<file path="src/core/hall_dsp_pkg.sv">
// Purpose: Shared constants and types of the output-conditioning path
// Assumes: Output units are supply/2048, sensitivity units are 1/2048
// Notes: Command port carries decoded supply-modulation commands

package hall_dsp_pkg;

    // ==========================================================
    // Widths
    localparam int RAW_W = 14;
    localparam int SENS_W = 14;
    localparam int OFS_W = 11;
    localparam int CLAMP_W = 12;
    localparam int MODE_W = 6;
    localparam int SEL_W = 3;
    localparam int DATA_W = 16;
    localparam int PROD_W = 28;
    localparam int SUM_W = 18;

    // ==========================================================
    // Scaling and limits
    localparam int SCALE_SHIFT = 11;
    localparam logic [CLAMP_W-1:0] FULL_SCALE = 12'h800;
    localparam logic [CLAMP_W-1:0] HALF_SCALE = 12'h400;
    localparam int RANGE_LSB = 0;
    localparam int FILTER_LSB = 3;
    localparam int FIELD3_W = 3;

    // ==========================================================
    // Register selects
    localparam logic [SEL_W-1:0] SEL_MODE = 3'h0;
    localparam logic [SEL_W-1:0] SEL_SENS = 3'h1;
    localparam logic [SEL_W-1:0] SEL_OFFSET = 3'h2;
    localparam logic [SEL_W-1:0] SEL_CLAMP_LO = 3'h3;
    localparam logic [SEL_W-1:0] SEL_CLAMP_HI = 3'h4;
    localparam logic [SEL_W-1:0] SEL_RAW = 3'h5;
    localparam logic [SEL_W-1:0] SEL_LOCK = 3'h6;

    // ==========================================================
    // Types
    typedef enum logic [1:0] {
        OP_READ = 2'b00,
        OP_WRITE = 2'b01,
        OP_STORE = 2'b10,
        OP_LOCK = 2'b11
    } op_type;

    typedef enum logic {
        PH_LOAD = 1'b0,
        PH_RUN = 1'b1
    } phase_type;

    typedef struct packed {
        logic [MODE_W-1:0] mode;
        logic [SENS_W-1:0] sens;
        logic [OFS_W-1:0] offset;
        logic [CLAMP_W-1:0] clamp_lo;
        logic [CLAMP_W-1:0] clamp_hi;
    } settings_type;

    typedef struct packed {
        logic lock;
        settings_type set;
    } nv_type;

    typedef struct packed {
        logic valid;
        op_type op;
        logic [SEL_W-1:0] sel;
        logic [DATA_W-1:0] data;
    } cmd_type;

    typedef struct packed {
        logic valid;
        logic [DATA_W-1:0] data;
    } rsp_type;

    typedef struct packed {
        phase_type phase;
        logic lock;
        settings_type set;
        logic [RAW_W-1:0] raw;
        logic [PROD_W-1:0] prod;
        logic [SUM_W-1:0] sum;
        logic [SUM_W-1:0] ceil;
        rsp_type rsp;
        logic store;
    } cond_state_type;

    // ==========================================================
    // Reset values
    localparam settings_type SETTINGS_RST = '0;
    localparam logic LOCK_RST = 1'b1;

endpackage : hall_dsp_pkg

</file>
<file path="src/core/clamp_stage.sv">
// Purpose: Saturating clamp of the offset-corrected value
// Assumes: If limits cross, lower limit wins only below it; values at or above it give the upper limit
// Notes: Output registered

`timescale 1ns/1ps

module clamp_stage
    import hall_dsp_pkg::*;
(
    input wire logic clock,
    input wire logic rst_n,
    input wire logic [hall_dsp_pkg::SUM_W-1:0] sum,
    input wire logic [hall_dsp_pkg::SUM_W-1:0] ceil,
    input wire logic [hall_dsp_pkg::CLAMP_W-1:0] clamp_lo,
    input wire logic [hall_dsp_pkg::CLAMP_W-1:0] clamp_hi,
    output logic [hall_dsp_pkg::CLAMP_W-1:0] dac_code
);
    import hall_dsp_pkg::*;

    typedef struct packed {
        logic [CLAMP_W-1:0] code;
    } clamp_state_type;

    clamp_state_type st_ff;
    clamp_state_type nxt_st;
    logic signed [SUM_W-1:0] lo_s;
    logic signed [SUM_W-1:0] hi_s;

    // ==========================================================
    // Saturation
    always_comb
    begin
        lo_s = $signed(SUM_W'(clamp_lo));
        hi_s = $signed(SUM_W'(clamp_hi));
        if ($signed(ceil) < hi_s)
        begin
            hi_s = $signed(ceil);
        end
        nxt_st = st_ff;
        if ($signed(sum) < lo_s)
        begin
            nxt_st.code = clamp_lo;
        end
        else if ($signed(sum) > hi_s)
        begin
            nxt_st.code = hi_s[CLAMP_W-1:0];
        end
        else
        begin
            nxt_st.code = sum[CLAMP_W-1:0];
        end
    end

    always_ff @(posedge clock or negedge rst_n)
    begin
        if (!rst_n)
        begin
            st_ff <= '0;
        end
        else
        begin
            st_ff <= nxt_st;
        end
    end

    assign dac_code = st_ff.code;

    // ==========================================================
    // Checks
    property p_clamp_floor;
        @(posedge clock) disable iff (!rst_n)
        ($signed(sum) < $signed(SUM_W'(clamp_lo)))
        |=> (dac_code == $past(clamp_lo));
    endproperty
    a_clamp_floor: assert property (p_clamp_floor)
        else $error("output not held at lower limit");

    property p_clamp_pass;
        @(posedge clock) disable iff (!rst_n)
        ($signed(sum) >= $signed(SUM_W'(clamp_lo))
         && $signed(sum) <= $signed(SUM_W'(clamp_hi))
         && $signed(sum) <= $signed(ceil))
        |=> (dac_code == $past(sum[CLAMP_W-1:0]));
    endproperty
    a_clamp_pass: assert property (p_clamp_pass)
        else $error("in-window value altered");

    property p_clamp_top;
        @(posedge clock) disable iff (!rst_n)
        ($signed(sum) > $signed(SUM_W'(clamp_hi))
         && clamp_hi >= clamp_lo && $signed(ceil) >= $signed(SUM_W'(clamp_hi)))
        |=> (dac_code == $past(clamp_hi));
    endproperty
    a_clamp_top: assert property (p_clamp_top)
        else $error("output not held at upper limit");

endmodule : clamp_stage

</file>
<file path="src/core/hall_output_conditioning_dsp.sv">
// Purpose: Output conditioning of a programmable linear field sensor
// Assumes: Commands arrive decoded and on this clock
// Notes: Settings image loaded from nonvolatile store after reset
//
// Summary of operation
// - Offset is added to scaled value; zero sample gives the offset.
// - Negative offset caps the highest output at offset plus supply.
// - Lower clamp sets minimum output, zero to half supply.
// - Upper clamp sets maximum output, zero to full supply.
// - Once locked, settings freeze and every command is ignored.
// - The lock has no clearing path, not even by reset.
// - The 14-bit raw field sample is readable before processing.
// - Output change is sensitivity times supply times sample over 2048.
// - Unlimited rewriting of settings while unlocked.
// - Write-and-store commits settings to the nonvolatile image.
// - Order: multiply, add offset, clamp, then drive converter.
// - Sensitivity spans -4 to 4 in steps of 1/2048.
// - Range is mode low three bits, filter the high three bits.

`timescale 1ns/1ps

module hall_output_conditioning_dsp
    import hall_dsp_pkg::*;
(
    input wire logic clock,
    input wire logic rst_n,
    input wire logic raw_valid,
    input wire logic [hall_dsp_pkg::RAW_W-1:0] raw_sample,
    input wire hall_dsp_pkg::cmd_type cmd,
    input wire hall_dsp_pkg::nv_type nv_image_in,
    output hall_dsp_pkg::rsp_type rsp,
    output logic nvm_store,
    output hall_dsp_pkg::nv_type nvm_image,
    output logic locked,
    output logic [hall_dsp_pkg::FIELD3_W-1:0] range_sel,
    output logic [hall_dsp_pkg::FIELD3_W-1:0] filter_sel,
    output logic [hall_dsp_pkg::CLAMP_W-1:0] dac_code
);
    import hall_dsp_pkg::*;

    cond_state_type st_ff;
    cond_state_type nxt_st;
    logic cmd_live;
    logic store_taken;

    // ==========================================================
    // Command decode and datapath
    assign cmd_live = cmd.valid && !st_ff.lock && (st_ff.phase == PH_RUN);
    assign store_taken = cmd_live
        && (cmd.op == OP_STORE || cmd.op == OP_LOCK);

    always_comb
    begin
        nxt_st = st_ff;
        nxt_st.rsp = '0;
        nxt_st.store = 1'b0;
        if (st_ff.phase == PH_LOAD)
        begin
            nxt_st.phase = PH_RUN;
            nxt_st.lock = nv_image_in.lock;
            nxt_st.set = nv_image_in.set;
        end
        else if (cmd_live)
        begin
            unique case (cmd.op)
                OP_READ:
                begin
                    nxt_st.rsp.valid = 1'b1;
                    unique case (cmd.sel)
                        SEL_MODE:
                            nxt_st.rsp.data = DATA_W'(st_ff.set.mode);
                        SEL_SENS:
                            nxt_st.rsp.data = DATA_W'(st_ff.set.sens);
                        SEL_OFFSET:
                            nxt_st.rsp.data = DATA_W'(st_ff.set.offset);
                        SEL_CLAMP_LO:
                            nxt_st.rsp.data = DATA_W'(st_ff.set.clamp_lo);
                        SEL_CLAMP_HI:
                            nxt_st.rsp.data = DATA_W'(st_ff.set.clamp_hi);
                        SEL_RAW:
                            nxt_st.rsp.data = DATA_W'(st_ff.raw);
                        SEL_LOCK:
                            nxt_st.rsp.data = DATA_W'(st_ff.lock);
                        default:
                            nxt_st.rsp.data = '0;
                    endcase
                end
                OP_WRITE, OP_STORE:
                begin
                    unique case (cmd.sel)
                        SEL_MODE:
                            nxt_st.set.mode = cmd.data[MODE_W-1:0];
                        SEL_SENS:
                            nxt_st.set.sens = cmd.data[SENS_W-1:0];
                        SEL_OFFSET:
                            nxt_st.set.offset = cmd.data[OFS_W-1:0];
                        SEL_CLAMP_LO:
                        begin
                            if (cmd.data[CLAMP_W-1:0] > HALF_SCALE)
                            begin
                                nxt_st.set.clamp_lo = HALF_SCALE;
                            end
                            else
                            begin
                                nxt_st.set.clamp_lo = cmd.data[CLAMP_W-1:0];
                            end
                        end
                        SEL_CLAMP_HI:
                        begin
                            if (cmd.data[CLAMP_W-1:0] > FULL_SCALE)
                            begin
                                nxt_st.set.clamp_hi = FULL_SCALE;
                            end
                            else
                            begin
                                nxt_st.set.clamp_hi = cmd.data[CLAMP_W-1:0];
                            end
                        end
                        default:
                            nxt_st.set = st_ff.set;
                    endcase
                    nxt_st.store = (cmd.op == OP_STORE);
                end
                OP_LOCK:
                begin
                    nxt_st.lock = 1'b1;
                    nxt_st.store = 1'b1;
                end
            endcase
        end
        if (raw_valid)
        begin
            nxt_st.raw = raw_sample;
        end
        nxt_st.prod = PROD_W'($signed(st_ff.set.sens)
            * $signed(st_ff.raw));
        nxt_st.sum = SUM_W'($signed(st_ff.prod[PROD_W-1:SCALE_SHIFT]))
            + SUM_W'($signed({st_ff.set.offset, 1'b0}));
        if (st_ff.set.offset[OFS_W-1])
        begin
            nxt_st.ceil = SUM_W'($signed({st_ff.set.offset, 1'b0}))
                + SUM_W'(FULL_SCALE);
        end
        else
        begin
            nxt_st.ceil = SUM_W'(FULL_SCALE);
        end
    end

    // ==========================================================
    // State register
    always_ff @(posedge clock or negedge rst_n)
    begin
        if (!rst_n)
        begin
            st_ff.phase <= PH_LOAD;
            st_ff.lock <= LOCK_RST;
            st_ff.set <= SETTINGS_RST;
            st_ff.raw <= '0;
            st_ff.prod <= '0;
            st_ff.sum <= '0;
            st_ff.ceil <= '0;
            st_ff.rsp <= '0;
            st_ff.store <= 1'b0;
        end
        else
        begin
            st_ff <= nxt_st;
        end
    end

    // ==========================================================
    // Clamp and converter drive
    clamp_stage u_clamp (
        .clock(clock),
        .rst_n(rst_n),
        .sum(st_ff.sum),
        .ceil(st_ff.ceil),
        .clamp_lo(st_ff.set.clamp_lo),
        .clamp_hi(st_ff.set.clamp_hi),
        .dac_code(dac_code)
    );

    // ==========================================================
    // Outputs
    assign rsp = st_ff.rsp;
    assign nvm_store = st_ff.store;
    assign nvm_image.lock = st_ff.lock;
    assign nvm_image.set = st_ff.set;
    assign locked = st_ff.lock;
    assign range_sel = st_ff.set.mode[RANGE_LSB+:FIELD3_W];
    assign filter_sel = st_ff.set.mode[FILTER_LSB+:FIELD3_W];

    // ==========================================================
    // Checks
    property p_lock_sticky;
        @(posedge clock) disable iff (!rst_n)
        (st_ff.lock && st_ff.phase == PH_RUN) |=> st_ff.lock;
    endproperty
    a_lock_sticky: assert property (p_lock_sticky)
        else $error("lock cleared");

    property p_locked_silent;
        @(posedge clock) disable iff (!rst_n)
        (st_ff.lock && st_ff.phase == PH_RUN && cmd.valid)
        |=> (!rsp.valid && !nvm_store && $stable(st_ff.set));
    endproperty
    a_locked_silent: assert property (p_locked_silent)
        else $error("locked device reacted to a command");

    property p_read_raw;
        @(posedge clock) disable iff (!rst_n)
        (cmd_live && cmd.op == OP_READ && cmd.sel == SEL_RAW)
        |=> (rsp.valid && rsp.data == DATA_W'($past(st_ff.raw)));
    endproperty
    a_read_raw: assert property (p_read_raw)
        else $error("raw sample read wrong");

    property p_scale;
        @(posedge clock) disable iff (!rst_n)
        ##1 (st_ff.prod == PROD_W'($signed($past(st_ff.set.sens))
            * $signed($past(st_ff.raw))));
    endproperty
    a_scale: assert property (p_scale)
        else $error("product wrong");

    property p_zero_offset;
        @(posedge clock) disable iff (!rst_n)
        (st_ff.raw == '0 && raw_valid == 1'b0) ##1 $stable(st_ff.set)
        |=> (st_ff.sum == SUM_W'($signed({$past(st_ff.set.offset), 1'b0})));
    endproperty
    a_zero_offset: assert property (p_zero_offset)
        else $error("zero sample did not give offset");

    property p_ceiling;
        @(posedge clock) disable iff (!rst_n)
        st_ff.set.offset[OFS_W-1]
        |=> (st_ff.ceil == SUM_W'($signed({$past(st_ff.set.offset), 1'b0}))
            + SUM_W'(FULL_SCALE));
    endproperty
    a_ceiling: assert property (p_ceiling)
        else $error("negative offset ceiling wrong");

    property p_rewrite;
        @(posedge clock) disable iff (!rst_n)
        (cmd_live && cmd.op == OP_WRITE && cmd.sel == SEL_SENS)
        |=> (st_ff.set.sens == $past(cmd.data[SENS_W-1:0]) && !nvm_store);
    endproperty
    a_rewrite: assert property (p_rewrite)
        else $error("unlocked write not taken");

    property p_store;
        @(posedge clock) disable iff (!rst_n)
        (cmd_live && cmd.op == OP_STORE)
        |=> (nvm_store && nvm_image.set == st_ff.set)
            ##1 (!nvm_store || $past(store_taken));
    endproperty
    a_store: assert property (p_store)
        else $error("store pulse missing");

    property p_mode_fields;
        @(posedge clock) disable iff (!rst_n)
        (cmd_live && cmd.op == OP_WRITE && cmd.sel == SEL_MODE)
        |=> (range_sel == $past(cmd.data[2:0])
            && filter_sel == $past(cmd.data[5:3]));
    endproperty
    a_mode_fields: assert property (p_mode_fields)
        else $error("mode fields misplaced");

    property p_limits;
        @(posedge clock) disable iff (!rst_n)
        (cmd_live && cmd.op == OP_WRITE)
        |=> (st_ff.set.clamp_lo <= HALF_SCALE
            && st_ff.set.clamp_hi <= FULL_SCALE);
    endproperty
    a_limits: assert property (p_limits)
        else $error("clamp limit out of range");

    property p_lock_cmd;
        @(posedge clock) disable iff (!rst_n)
        (cmd_live && cmd.op == OP_LOCK)
        |=> (locked && nvm_store && nvm_image.lock);
    endproperty
    a_lock_cmd: assert property (p_lock_cmd)
        else $error("lock command not committed");

    property p_clamp_lo_sat;
        @(posedge clock) disable iff (!rst_n)
        (cmd_live && cmd.op != OP_READ && cmd.op != OP_LOCK
            && cmd.sel == SEL_CLAMP_LO
            && cmd.data[CLAMP_W-1:0] > HALF_SCALE)
        |=> (st_ff.set.clamp_lo == HALF_SCALE);
    endproperty
    a_clamp_lo_sat: assert property (p_clamp_lo_sat)
        else $error("lower clamp limit not saturated");

    property p_image_load;
        @(posedge clock) disable iff (!rst_n)
        (st_ff.phase == PH_LOAD)
        |=> (locked == $past(nv_image_in.lock)
            && nvm_image.set == $past(nv_image_in.set));
    endproperty
    a_image_load: assert property (p_image_load)
        else $error("settings image not loaded after reset");

endmodule : hall_output_conditioning_dsp

</file>
<file path="config.mk">
export PLATFORM = sky130hd
export DESIGN_NAME = hall_output_conditioning_dsp
export DESIGN_NICKNAME = d
export VERILOG_FILES = /design/src/core/hall_dsp_pkg.sv /design/src/core/clamp_stage.sv /design/src/core/hall_output_conditioning_dsp.sv
export SDC_FILE = /design/constraint.sdc
export NUM_CORES = 1
export LEC_CHECK = 0
export ABC_AREA = 1
export BUFFER_PORTS_ARGS = -buffer_cell sky130_fd_sc_hd__buf_2
export CAP_MARGIN = 25
export CORE_MARGIN = 2
export CORE_UTILIZATION = 55
export DETAILED_ROUTE_END_ITERATION = 16
export HOLD_SLACK_MARGIN = 0.02
export PLACE_DENSITY = 0.83
export SLEW_MARGIN = 30
export SYNTH_ARGS = -nofsm -noshare
export SYNTH_HDL_FRONTEND = slang
export SYNTH_HIERARCHICAL = 1
export SYNTH_SLANG_ARGS = --single-unit
</file>
<file path="constraint.sdc">
create_clock -name clock -period 5.01 [get_ports clock]
set_input_delay 1.503 -clock clock [delete_from_list [all_inputs] [get_ports clock]]
set_output_delay 1.503 -clock clock [all_outputs]
set_load 0.005 [all_outputs]
</file>
==> results list <==
* Violated checks: setup timing
- Critical setup path kind: reg2reg
* Most used flip-flop cell after synthesis: dfrtp_1
* Worst hold stages: 0
- At the worst endpoint, the required time is ~5.3 ns.
- TritonCTS built the clock tree.
- Number of library cell types mapped by synthesis: 55
- Core area: 30430 um^2
* Grt total ovfl: 0
- For the worst flop-to-flop path, the logic depth is 19.
* Synth-to-layout area growth: 21.68%
- For this run, the detailed router's first-pass iteration total came to 6.
* Fin cells: 2840
* Iter 0 DRT Violations: ~1800
* Transition at the pin with the smallest max-transition slack: 0.8312 ns
* Synthesized area divided by synthesized cell count: 7.709 um^2
- Once the floorplan was initialized, standard cells occupied 55.56% of the core.
- Least setup slack across all paths after layout: -0.3946 ns
- Detailed placer's ending HPWL: 40890 um
- The worst hold path terminates at st_ff[36]$_DFF_PN0_.
- In this run the vertical extent of the chip is 179.3 um.
- Largest net degree at the start of global routing: 75
* Final antenna-violating net count: 0
* CTS HTree Levels: 4
- Cells fill 67.61% of the core in the end.
- The startpoint identified for the worst register-to-register timing path is st_ff[84]$_DFFE_PN0P_.
- Clock tree synthesis selected as its root buffer the cell clkbuf_16.
* Number of buffers added by the clock tree synthesis step: 17
* Reg2Reg Setup Slack: -0.39 ns
- The library cell used most frequently in the layout, excluding fill and tap cells, is nand2_1.
- The first global-routing pass estimated between 80000 and 90000 um of wire.
- The number of global-route vias before repair was approximately 16000.
* Accumulated negative setup slack: -4.021 ns
- Of all nets on the critical path, the largest fanout is 4.
* Worst setup skew after layout: 0.01069 ns
- Layout cell share with drive strength beyond 1: a little over a quarter
* Residual DRC: 0
- Clock latency at the later pin of the worst-skew pair: 0.45 ns
- Synthesized instance count: 2193
- Portion of the post-synthesis area used by sequential elements: between 20% and 30%
- Number of synthesized flops with an enable pin: 0
- Path type of the worst min-delay path: reg2reg
- Timing would allow up to 185.0 MHz.
- Antenna violations before repair: 0
- Headroom to the max-slew limit: between 40% and 50%
- Startpoint type of the worst setup path: flop
* Overall die width: 179.3 um
- Area enclosed by the die boundary: 32160 um^2
- After clock tree synthesis, the flow added hold-fix buffers numbering 0.
- Worst-path clk slew: 0.07 ns
- For this run, asynchronously set or reset flops after synthesis account for 100.0%.
- Flops & latches, synth: 145
* Result of the run: finished with violations
* Vias per cell: between 5 and 6
- Warnings, synthesis: 6
* Setup repair after global routing missed its margin: true
- The number of hold violations in the final report came to 0.
* Cell area after technology mapping: 16910 um^2
- Vias after detailed routing: 16090
* GPL Wtd Cong: 0.9814
- Wires add up to roughly 56000 um.
* Number of nets in the finished design: around 2800
- Sink count of the clock tree: 145
- Hold timing on the final database bottoms out at a slack of 0.3540 ns.
- Counting I/O delays and the setup requirement, the final critical path takes 5.405 ns.
* Commonest non-fill, non-tap cells in the layout: nand2_1, inv_1, buf_2
- Number of pins exceeding their max-slew limit in the final report: 0
* Cell count after placement: 2755
* Total Routing Usage GR: 35.18%
- Max-cap violations: 0
- Category of the worst setup path capture point: flop
- Std-Cell Rows: 64
- 188 I/O pins were placed.
* Final clock period utilization by the worst path: 107.9%
- Crit path DAT: approximately 5.7 ns
- Setup violations remaining at the end of the flow were counted as 16.
* Bufs on Longest Clock Path: 2
- Routed wire per std cell: 19.86 um
- Reg-to-reg endpoint: st_ff[74]$_DFF_PN0_
- Port buffering added between 150 and 200 buffers.
* Worst Min Path Start: st_ff[65]$_DFF_PN0_
==> state kept, by name, indices dropped and copies added (netlist names) <==
register / flops
rsp: 15
nvm_store: 1
st_ff: 61
locked: 1
filter_sel: 3
nvm_image: 52
u_clamp/dac_code: 12
==> per-layer routing <==
layer	vias to the layer above	share of wire [%]	routed length [um]	track usage (%)
met5	-	0	0	0
met4	0	8.4	4718	22.24
met3	325	9.9	5580	7.422
met2	1079	47	26520	58.65
met1	7643	35	19580	41.45
li1	7044	-	-	-
==> metrics by stage <==
stage / area [um^2] / worst slack (ns)
6_report: 20570 / -0.3946
5_1_grt: 20570 / -0.4706
4_1_cts: 20030 / -0.2785
3_5_place_dp: 18520 / -0.4100
3_3_place_gp: 18500 / -0.3145
2_1_floorplan: 17140 / -0.04926
==> area by class of cell <==
class,instances,area (um^2)
well taps,396,495.5
repair buffers,346,2359
flip-flops and latches,145,3652
inverters,485,1838
clock inverters,15,143.9
multi-input cells,1435,11660
diodes,1,2.502
clock buffers,17,425.4
fillers,2270,9857
==> critical path: stages (launching register included) <==
cell and delay, ns:
dfrtp_2 0.45, buf_6 0.14, buf_6 0.11, buf_4 0.15, nand2_1 0.06, inv_1 0.05
fa_1 0.57, fa_1 0.44, ha_1 0.29, ha_1 0.30, fa_1 0.52, fa_1 0.44
ha_1 0.41, a21oi_1 0.55, o21ai_0 0.24, nand2_1 0.14, nand2_1 0.07, nand2_1 0.09
nand3_2 0.09, xor2_1 0.17
==> cells in the mapped netlist, types with 9 or more instances <==
cell type / number / area share (%)
nand2_1: 576 / 13
inv_1: 475 / 11
fa_1: 195 / 23
dfrtp_1: 144 / 21
ha_1: 124 / 9.2
nor2_1: 104 / 2.3
a21oi_1: 92 / 2.7
buf_4: 88 / 3.9
o21ai_0: 73 / 2.2
nand3_1: 66 / 2.0
clkbuf_1: 42 / 0.93
nand4_1: 23 / 0.85
xor2_1: 16 / 0.83
o21ai_1: 15 / 0.44
nor3_1: 14 / 0.41
o211ai_1: 11 / 0.49
o22ai_1: 11 / 0.41
o21ai_2: 10 / 0.52
a211oi_1: 9 / 0.40
buf_2: 9 / 0.27
==> cell families (layout without fill, tap and decap cells) <==
kind of cell,after synthesis,count (layout),share of synthesized area [%]
AND/OR/NAND/NOR,822,822,20.23
other,2,18,0.04442
flip-flops,145,145,21.47
adder cells (fa/ha/maj),319,319,32.27
AO/OA/AOI/OAI,254,254,8.659
buffers and inverters,628,863,16.14
XOR/XNOR,23,23,1.192
==> how the worst max path moves through the flow <==
| stage | start | endpoint | cells past startpoint |
|---|---|---|---|
| floorplan | nvm_image[48]$_DFFE_PN0P_ | st_ff[78]$_DFF_PN0_ | 18 |
| global placement | nvm_image[48]$_DFFE_PN0P_ | st_ff[81]$_DFF_PN0_ | 19 |
| detailed placement | nvm_image[48]$_DFFE_PN0P_ | st_ff[81]$_DFF_PN0_ | 19 |
| CTS | nvm_image[48]$_DFFE_PN0P_ | st_ff[78]$_DFF_PN0_ | 20 |
| global route | st_ff[86]$_DFFE_PN0P_ | st_ff[77]$_DFF_PN0_ | 20 |
| finish | st_ff[84]$_DFFE_PN0P_ | st_ff[74]$_DFF_PN0_ | 19 |
==> timing repair <==
action	4_1_cts	5_1_grt
pin swaps	61	86
setup endpoints to repair	17	29
gates cloned	1	0
resized for setup	172	118
setup buffers	34	18
Power is left out: the tool's default activity adds up to more than one toggle a clock period on the data nets, which glitch-free logic cannot reach.
